[src/verilog/strap_regs_pkg.sv]
// Purpose: constants for the strap and symbol status register group
// Assumes: AXI4-Lite, 32-bit data, byte address = 4 * register index
// Notes: registers are 16 bits wide, upper data bits read zero
package strap_regs_pkg;
    localparam logic [7:0] idle_cfg_index = 8'h53;
    localparam logic [7:0] skew_index = 8'h55;
    localparam logic [7:0] strap_first_index = 8'h6e;
    localparam logic [7:0] strap_second_index = 8'h6f;
    localparam logic [11:0] idle_cfg_reserved = 12'h205;
    localparam logic [3:0] idle_limit_reset = 4'h5;
    localparam int idle_limit_lsb = 0;
    localparam int lane_a_lsb = 0;
    localparam int lane_b_lsb = 4;
    localparam int mirror_bit = 15;
    localparam int downshift_bit = 14;
    localparam int clk_out_off_bit = 13;
    localparam int rgmii_off_bit = 12;
    localparam int crossover_off_bit = 10;
    localparam int forced_cross_bit = 9;
    localparam int half_duplex_bit = 8;
    localparam int autoneg_off_bit = 7;
    localparam int speed_lsb = 5;
    localparam int address_lsb = 0;
    localparam int quick_drop_bit = 10;
    localparam int tx_delay_lsb = 4;
    localparam int rx_delay_lsb = 0;
    localparam logic [1:0] resp_okay = 2'b00;
    localparam logic [1:0] resp_slverr = 2'b10;
endpackage : strap_regs_pkg

[src/verilog/phy_strap_and_symbol_status_regs.sv]
// Purpose: strap status, lane skew and idle threshold registers on AXI4-Lite
// Assumes: straps are pins, caught on the second clock edge after reset release
// Notes: the idle detector's run length is counted here from an idle strobe
//        synchronisers keep running in reset so the capture sees settled pins
//        package-absent strap bits read zero whatever their pins show
//        one write and one read may be in flight at the same time
//
// Register access over AXI4-Lite is this design's own decision.
`timescale 1ns/10ps
module phy_strap_and_symbol_status_regs #(
    parameter bit wide_package = 1'b1,
    parameter int addr_width = 12
) (
    input wire logic aclk,
    input wire logic aresetn,
    input wire logic [addr_width-1:0] s_axi_awaddr,
    input wire logic s_axi_awvalid,
    output logic s_axi_awready,
    input wire logic [31:0] s_axi_wdata,
    input wire logic [3:0] s_axi_wstrb,
    input wire logic s_axi_wvalid,
    output logic s_axi_wready,
    output logic [1:0] s_axi_bresp,
    output logic s_axi_bvalid,
    input wire logic s_axi_bready,
    input wire logic [addr_width-1:0] s_axi_araddr,
    input wire logic s_axi_arvalid,
    output logic s_axi_arready,
    output logic [31:0] s_axi_rdata,
    output logic [1:0] s_axi_rresp,
    output logic s_axi_rvalid,
    input wire logic s_axi_rready,
    input wire logic [15:0] strap_first_pins,
    input wire logic [15:0] strap_second_pins,
    input wire logic [3:0] lane_a_delay_cycles,
    input wire logic [3:0] lane_b_delay_cycles,
    input wire logic idle_symbol_strobe,
    input wire logic symbol_strobe,
    output logic idle_mode
);
    typedef enum logic [2:0]
    {
        cap_sync0 = 3'b001,
        cap_sync1 = 3'b010,
        cap_done = 3'b100
    } cap_state_t;

    typedef struct packed {
        // strap capture
        cap_state_t cap;
        logic [15:0] first_meta;
        logic [15:0] first_sync;
        logic [15:0] second_meta;
        logic [15:0] second_sync;
        logic [15:0] strap_first;
        logic [15:0] strap_second;

        // idle detector and lane skew
        logic [3:0] idle_symbol_count_limit;
        logic [3:0] idle_run;
        logic idle_mode;
        logic [7:0] skew;

        // write channel
        logic aw_held;
        logic [7:0] aw_index;
        logic aw_ok;
        logic w_held;
        logic [31:0] w_data;
        logic [3:0] w_strb;
        logic awready;
        logic wready;
        logic bvalid;
        logic [1:0] bresp;

        // read channel
        logic arready;
        logic rvalid;
        logic [31:0] rdata;
        logic [1:0] rresp;
    } state_t;

    state_t st;
    state_t next_st;

    // word aligned and inside the 8-bit index space
    function automatic logic addr_ok(input logic [addr_width-1:0] a);
        addr_ok = (a[1:0] == 2'b00) && ((a >> 10) == '0);
    endfunction : addr_ok

    function automatic logic [7:0] addr_index(input logic [addr_width-1:0] a);
        addr_index = a[9:2];
    endfunction : addr_index

    function automatic logic index_mapped(input logic [7:0] i);
        index_mapped = (i == strap_regs_pkg::idle_cfg_index)
            || (i == strap_regs_pkg::skew_index)
            || (i == strap_regs_pkg::strap_first_index)
            || (i == strap_regs_pkg::strap_second_index);
    endfunction : index_mapped

    // the same decode guards both the write and the read address
    function automatic logic addr_hit(input logic [addr_width-1:0] a);
        addr_hit = addr_ok(a) && index_mapped(addr_index(a));
    endfunction : addr_hit

    function automatic logic [1:0] resp_code(input logic hit);
        resp_code = hit ? strap_regs_pkg::resp_okay : strap_regs_pkg::resp_slverr;
    endfunction : resp_code

    // keep only the bits that exist for the chosen package
    function automatic logic [15:0] first_mask();
        logic [15:0] m;
        m = 16'h0000;
        m[strap_regs_pkg::mirror_bit] = 1'b1;
        m[strap_regs_pkg::downshift_bit] = 1'b1;
        m[strap_regs_pkg::clk_out_off_bit] = wide_package;
        m[strap_regs_pkg::rgmii_off_bit] = 1'b1;
        m[strap_regs_pkg::crossover_off_bit] = 1'b1;
        m[strap_regs_pkg::forced_cross_bit] = 1'b1;
        m[strap_regs_pkg::half_duplex_bit] = 1'b1;
        m[strap_regs_pkg::autoneg_off_bit] = 1'b1;
        // speed and address fields lose their top bit on the smaller package
        m[strap_regs_pkg::speed_lsb] = 1'b1;
        m[strap_regs_pkg::speed_lsb + 1] = wide_package;
        m[strap_regs_pkg::address_lsb +: 4] = 4'hf;
        m[strap_regs_pkg::address_lsb + 4] = wide_package;
        first_mask = m;
    endfunction : first_mask

    function automatic logic [15:0] second_mask();
        logic [15:0] m;
        m = 16'h0000;
        m[strap_regs_pkg::quick_drop_bit] = 1'b1;
        m[strap_regs_pkg::tx_delay_lsb +: 3] = {3{~wide_package}};
        m[strap_regs_pkg::rx_delay_lsb +: 3] = {3{~wide_package}};
        second_mask = m;
    endfunction : second_mask

    // next run length; stops at the field maximum rather than wrapping
    function automatic logic [3:0] run_step(input logic [3:0] run);
        run_step = (run == 4'hf) ? run : run + 4'h1;
    endfunction : run_step

    // compared one bit wider so a full run of 15 cannot wrap to zero
    function automatic logic run_reaches_limit(input logic [3:0] run, input logic [3:0] limit);
        run_reaches_limit = ({1'b0, run} + 5'h01) >= {1'b0, limit};
    endfunction : run_reaches_limit

    // only the threshold field takes writes; every other field is read-only
    function automatic logic [3:0] written_limit(
        input logic [3:0] old,
        input logic [7:0] i,
        input logic [31:0] data,
        input logic [3:0] strb
    );
        logic [3:0] v;
        v = old;
        case (i)
            strap_regs_pkg::idle_cfg_index:
            begin
                if (strb[0])
                begin
                    v = data[strap_regs_pkg::idle_limit_lsb +: 4];
                end
            end
            default:
            begin
                // read-only registers and reserved bits drop the data
                v = old;
            end
        endcase
        written_limit = v;
    endfunction : written_limit

    function automatic logic [15:0] read_word(input state_t s, input logic [7:0] i);
        logic [15:0] v;
        v = 16'h0000;
        case (i)
            strap_regs_pkg::idle_cfg_index:
            begin
                v = {strap_regs_pkg::idle_cfg_reserved, s.idle_symbol_count_limit};
            end
            strap_regs_pkg::skew_index:
            begin
                v = {8'h00, s.skew};
            end
            strap_regs_pkg::strap_first_index:
            begin
                v = s.strap_first;
            end
            strap_regs_pkg::strap_second_index:
            begin
                v = s.strap_second;
            end
            default:
            begin
                v = 16'h0000;
            end
        endcase
        read_word = v;
    endfunction : read_word

    always_comb
    begin
        next_st = st;

        // pins pass two flops before the capture uses them
        next_st.first_meta = strap_first_pins;
        next_st.first_sync = st.first_meta;
        next_st.second_meta = strap_second_pins;
        next_st.second_sync = st.second_meta;
        case (st.cap)
            cap_sync0:
            begin
                next_st.cap = cap_sync1;
            end
            cap_sync1:
            begin
                // capture once; later pin changes are not seen
                next_st.strap_first = st.first_sync & first_mask();
                next_st.strap_second = st.second_sync & second_mask();
                next_st.cap = cap_done;
            end
            cap_done:
            begin
                next_st.cap = cap_done;
            end
            default:
            begin
                next_st.cap = cap_sync0;
            end
        endcase

        // skew inputs come from same-clock alignment logic
        next_st.skew[strap_regs_pkg::lane_b_lsb +: 4] = lane_b_delay_cycles;
        next_st.skew[strap_regs_pkg::lane_a_lsb +: 4] = lane_a_delay_cycles;

        // any non-idle symbol breaks the run
        case ({symbol_strobe, idle_symbol_strobe})
            2'b10:
            begin
                next_st.idle_run = 4'h0;
                next_st.idle_mode = 1'b0;
            end
            2'b11:
            begin
                next_st.idle_run = run_step(st.idle_run);
                if (run_reaches_limit(st.idle_run, st.idle_symbol_count_limit))
                begin
                    next_st.idle_mode = 1'b1;
                end
            end
            default:
            begin
                // no symbol this cycle, so run and mode hold
                next_st.idle_run = st.idle_run;
            end
        endcase

        // write path: address and data in either order, one write at a time
        if (s_axi_awvalid && st.awready)
        begin
            next_st.aw_held = 1'b1;
            next_st.awready = 1'b0;
            next_st.aw_index = addr_index(s_axi_awaddr);
            next_st.aw_ok = addr_hit(s_axi_awaddr);
        end

        if (s_axi_wvalid && st.wready)
        begin
            next_st.w_held = 1'b1;
            next_st.wready = 1'b0;
            next_st.w_data = s_axi_wdata;
            next_st.w_strb = s_axi_wstrb;
        end

        // the response goes out the edge after both halves are held
        if (st.aw_held && st.w_held && !st.bvalid)
        begin
            next_st.aw_held = 1'b0;
            next_st.w_held = 1'b0;
            next_st.bvalid = 1'b1;
            next_st.bresp = resp_code(st.aw_ok);
            if (st.aw_ok)
            begin
                next_st.idle_symbol_count_limit = written_limit(st.idle_symbol_count_limit,
                    st.aw_index, st.w_data, st.w_strb);
            end
        end

        // ready stays low until the response is taken, so a second request waits
        if (st.bvalid && s_axi_bready)
        begin
            next_st.bvalid = 1'b0;
            next_st.awready = 1'b1;
            next_st.wready = 1'b1;
        end

        // read path: one read at a time
        if (s_axi_arvalid && st.arready)
        begin
            next_st.arready = 1'b0;
            next_st.rvalid = 1'b1;
            if (addr_hit(s_axi_araddr))
            begin
                next_st.rdata = {16'h0000, read_word(st, addr_index(s_axi_araddr))};
                next_st.rresp = strap_regs_pkg::resp_okay;
            end
            else
            begin
                // an unmapped read answers zero data with an error
                next_st.rdata = 32'h0000_0000;
                next_st.rresp = strap_regs_pkg::resp_slverr;
            end
        end

        if (st.rvalid && s_axi_rready)
        begin
            next_st.rvalid = 1'b0;
            next_st.arready = 1'b1;
        end

        if (!aresetn)
        begin
            next_st = '0;
            next_st.cap = cap_sync0;
            next_st.idle_symbol_count_limit = strap_regs_pkg::idle_limit_reset;
            next_st.awready = 1'b1;
            next_st.wready = 1'b1;
            next_st.arready = 1'b1;
            // synchronisers keep shifting so the capture after release sees the pins
            next_st.first_meta = strap_first_pins;
            next_st.first_sync = st.first_meta;
            next_st.second_meta = strap_second_pins;
            next_st.second_sync = st.second_meta;
        end
    end

    always_ff @(posedge aclk)
    begin
        st <= next_st;
    end

    assign s_axi_awready = st.awready;
    assign s_axi_wready = st.wready;
    assign s_axi_bvalid = st.bvalid;
    assign s_axi_bresp = st.bresp;
    assign s_axi_arready = st.arready;
    assign s_axi_rvalid = st.rvalid;
    assign s_axi_rdata = st.rdata;
    assign s_axi_rresp = st.rresp;
    assign idle_mode = st.idle_mode;
endmodule : phy_strap_and_symbol_status_regs

[config.mk]
export PLATFORM = sky130hd
export DESIGN_NAME = phy_strap_and_symbol_status_regs
export DESIGN_NICKNAME = d
export VERILOG_FILES = /design/src/verilog/strap_regs_pkg.sv /design/src/verilog/phy_strap_and_symbol_status_regs.sv
export SDC_FILE = /design/constraint.sdc
export NUM_CORES = 1
export LEC_CHECK = 0
export BUFFER_PORTS_ARGS = -buffer_cell sky130_fd_sc_hd__buf_2
export CORE_MARGIN = 5
export CORE_UTILIZATION = 45
export CTS_BUF_LIST = sky130_fd_sc_hd__clkbuf_8 sky130_fd_sc_hd__clkbuf_16
export DETAILED_ROUTE_END_ITERATION = 8
export PLACE_DENSITY = 0.79
export SKIP_LAST_GASP = 1
export SYNTH_ARGS = -nofsm -noshare
export SYNTH_HDL_FRONTEND = slang
export SYNTH_SLANG_ARGS = --single-unit
[constraint.sdc]
create_clock -name aclk -period 2.7 [get_ports aclk]
set_input_delay 0.27 -clock aclk [delete_from_list [all_inputs] [get_ports aclk]]
set_output_delay 0.27 -clock aclk [all_outputs]
set_load 0.02 [all_outputs]
==> results.cfg <==
[placement]
dpl.hpwl_um = 5680
port-buffer-count = 84
place_area_mm2 = 0.00435
place.gp.congestion = 0.750

[power]
p_sw_share_pct = 25.6
internal-power_uw = 2140
p_leak_uw = 0.00196
combPwrFrac_pct = 9.0
switching_power_uw = 736
max-vdd-ir-drop_uv = 277
clkPwrFrac_pct = 32.3
power_density_mw_per_mm2 = 616
seqPwrFrac_pct = 58.7

[synthesis]
synth_top_area_cell = dfxtp_1
avgSynthCellArea_um2 = 9.79
synthArstFlopShare_pct = 0
synthesis.area_mm2 = 0.00405
syn_inst = 414
synth_top_area_share_pct = 52.4
yosysWarnings = 0
ys_seq_area_share_pct = 52.4
ys_types = 49
yosys-top-cells-count = dfxtp_1 (106), nand2_1 (74), buf_4 (36)
yosys_register_bits = 106
synth.most_common_cell = dfxtp_1
synthFlopType = dfxtp_1
yosys-top-cells-area = dfxtp_1 (52%), nand2_1 (6.9%), buf_4 (6.7%)
synth_edf_count = 0

[worst_setup_path]
crit_buf_inv = 0
arrival_ns = 1.89
worstPathMaxFanout = 5
regToRegSetupSlack_ns = 1.07
crit_type = flop to flop
critical-path-top-delay-family = simple AND/OR/NAND/NOR gates
cp-start-kind = flop
slowest_stage = nor3_4
worstPathCellList = nor4b_1, nand3_1, nor3_4, mux2i_1, nor2b_1
end_kind = flop
worstReg2RegStart = st[81]
r2r_cells = 5
max_stage_delay_ns = 0.36
critPathRequiredTime_ns = 2.96
worstReg2RegEnd = st[104]

[worst_hold_path]
worstHoldPathCells = 1
hp-start = strap_first_pins[2]
hp-class = input port to flop
holdPathEnd = st[187]

[timing]
hold_viol = 0
finalClockSkew_ns = 0.0104
max_freq_mhz = 613
post-route-period-util_pct = 60.4
slew_headroom_pct = 45.3
final_max_slew_viol_count = 0
rsz0062_at_grt = no
setup-tns-final_ns = 0
finalSetupViolCount = 0
worst_pin_slew_ns = 0.816
period_needed_ns = 1.63

[global_route]
grt_antenna_before_repair = 0
grtUsageTotal_pct = 13.5
grt_remaining_overflow = 0
grt_max_degree = 40
grt_pass1_wl_um = 12500
first_global_vias = 2804

[floorplanning]
core-area_mm2 = 0.00876
fp.dieH_um = 105
dieWidth_um = 105
fp-row-count = 34
fp.dieArea_mm2 = 0.0110
start_util_pct = 46.2
io_pins = 151

[drt]
drt-pass1-iter-count = 4
route.met3.wl_um = 336
routed.top_layer = met4
ant_nets = 0
wire_per_inst_um = 12.4
via_count = 2830
drc = 0
wl_met2_um = 3640
initialDrtViolationCount = 136
avgViaCountPerCell = 4.72
wirelength_um = 7420
drt-met1-wl_um = 3340

[clock_network]
path_clk_slew_ns = 0.10
cts-root-buf = clkbuf_8
cts-htree-levels = 3
numCtsBuffers = 9
cts_sinks = 106
post_cts_buffers = 0
clock_path_buffers = 2
clk-insertion-delay-late_ns = 0.36
cts_tree = done

[status]
run_status = finished, final reports clean

[final_layout]
nFillCells = 820
area_delta_synth_final_pct = 15.1
nets = 601
drive_gt1_share_pct = 24.8
stdcell_area_mm2 = 0.00466
antenna_cells = 0

[run]
drv_cap = 0
area by class of cell:
| cell class | instances | area (um2) | share of cell area, % |
|---|---|---|---|
| clock buffer | 10 | 138 | 2.95 |
| clock inverter | 6 | 56.3 | 1.21 |
| inverter | 6 | 22.5 | 0.483 |
| multi-input combinational | 267 | 1640 | 35.2 |
| sequential | 106 | 2120 | 45.5 |
| tap | 108 | 135 | 2.90 |
| timing repair buffer | 97 | 548 | 11.8 |
logic make-up after synthesis:
group,Yosys count,synth area share (%)
fa+ha+maj,5,1.54
mux,7,1.79
flops,106,52.4
buf+inv,59,8.80
other cells,1,0.0926
xor+xnor,4,0.865
compound gates,80,14.5
simple gates,152,20.1
flip-flops by register name, indices dropped and copies added (netlist names):
signal         flops
st                83
s_axi_rdata       15
idle_mode          1
s_axi_arready      1
s_axi_awready      1
s_axi_bresp        1
s_axi_bvalid       1
s_axi_rresp        1
s_axi_rvalid       1
s_axi_wready       1
cell usage in the layout (no fill, tap or decap), types with 6 or more instances in the layout:
cell	netlist	final
nand2_1	74	74
buf_2	0	84
a21boi_0	23	23
and2_1	19	19
o21ai_0	6	6
inv_1	6	6
clkbuf_8	0	10
dfxtp_1	106	106
a22oi_1	9	9
dlygate4sd3_1	0	12
conb_1	1	19
a21boi_1	8	8
nor2b_1	10	10
nand3_1	9	9
o21ai_1	9	9
per-layer routing:
metal | global-route usage [%] | vias to the layer above
met5 | 0 | -
met4 | 5.21 | 0
met3 | 2.53 | 8
met2 | 23.2 | 69
met1 | 16.8 | 1265
li1 | - | 1488
metrics by stage:
step	hold slack [ns]	setup WS, ns	utilization [%]	total power [uW]	cells
floorplan	0.298	1.28	-	1900	432
global placement	0.312	1.14	49.6	1960	572
detailed placement	0.312	1.07	49.6	1970	572
CTS	0.000544	1.05	53.2	2910	600
global route	0.000157	0.980	53.2	3010	600
finish	0.0185	1.07	53.2	2870	600
how the worst max path moves through the flow:
stage | from | to | slack [ns] | cells after the start
after detailed placement | st[81] | st[101] | 1.07 | 5
after global placement | st[81] | st[101] | 1.14 | 5
after global routing | st[81] | st[101] | 0.98 | 5
after floorplan | st[97] | idle_mode | 1.28 | 6
final | st[81] | st[104] | 1.07 | 5
after CTS | st[81] | st[101] | 1.05 | 5
power by group through the flow:
stage / clock [uW] / sequential (uW) / combinational [uW]
final: 929 / 1690 / 258
after detailed placement: 0 / 1720 / 248
after global placement: 0 / 1720 / 240
after global routing: 1020 / 1700 / 290
after floorplan: 0 / 1720 / 185
after CTS: 965 / 1690 / 262
repair_timing:
item / 4_1_cts / 5_1_grt
endpoints found under the hold margin: 12 / 0
setup endpoints to repair: 0 / 0
hold buffers: 12 / 0
resized for setup: 0 / 0
Note: power is estimated with default switching activity, not from simulation.
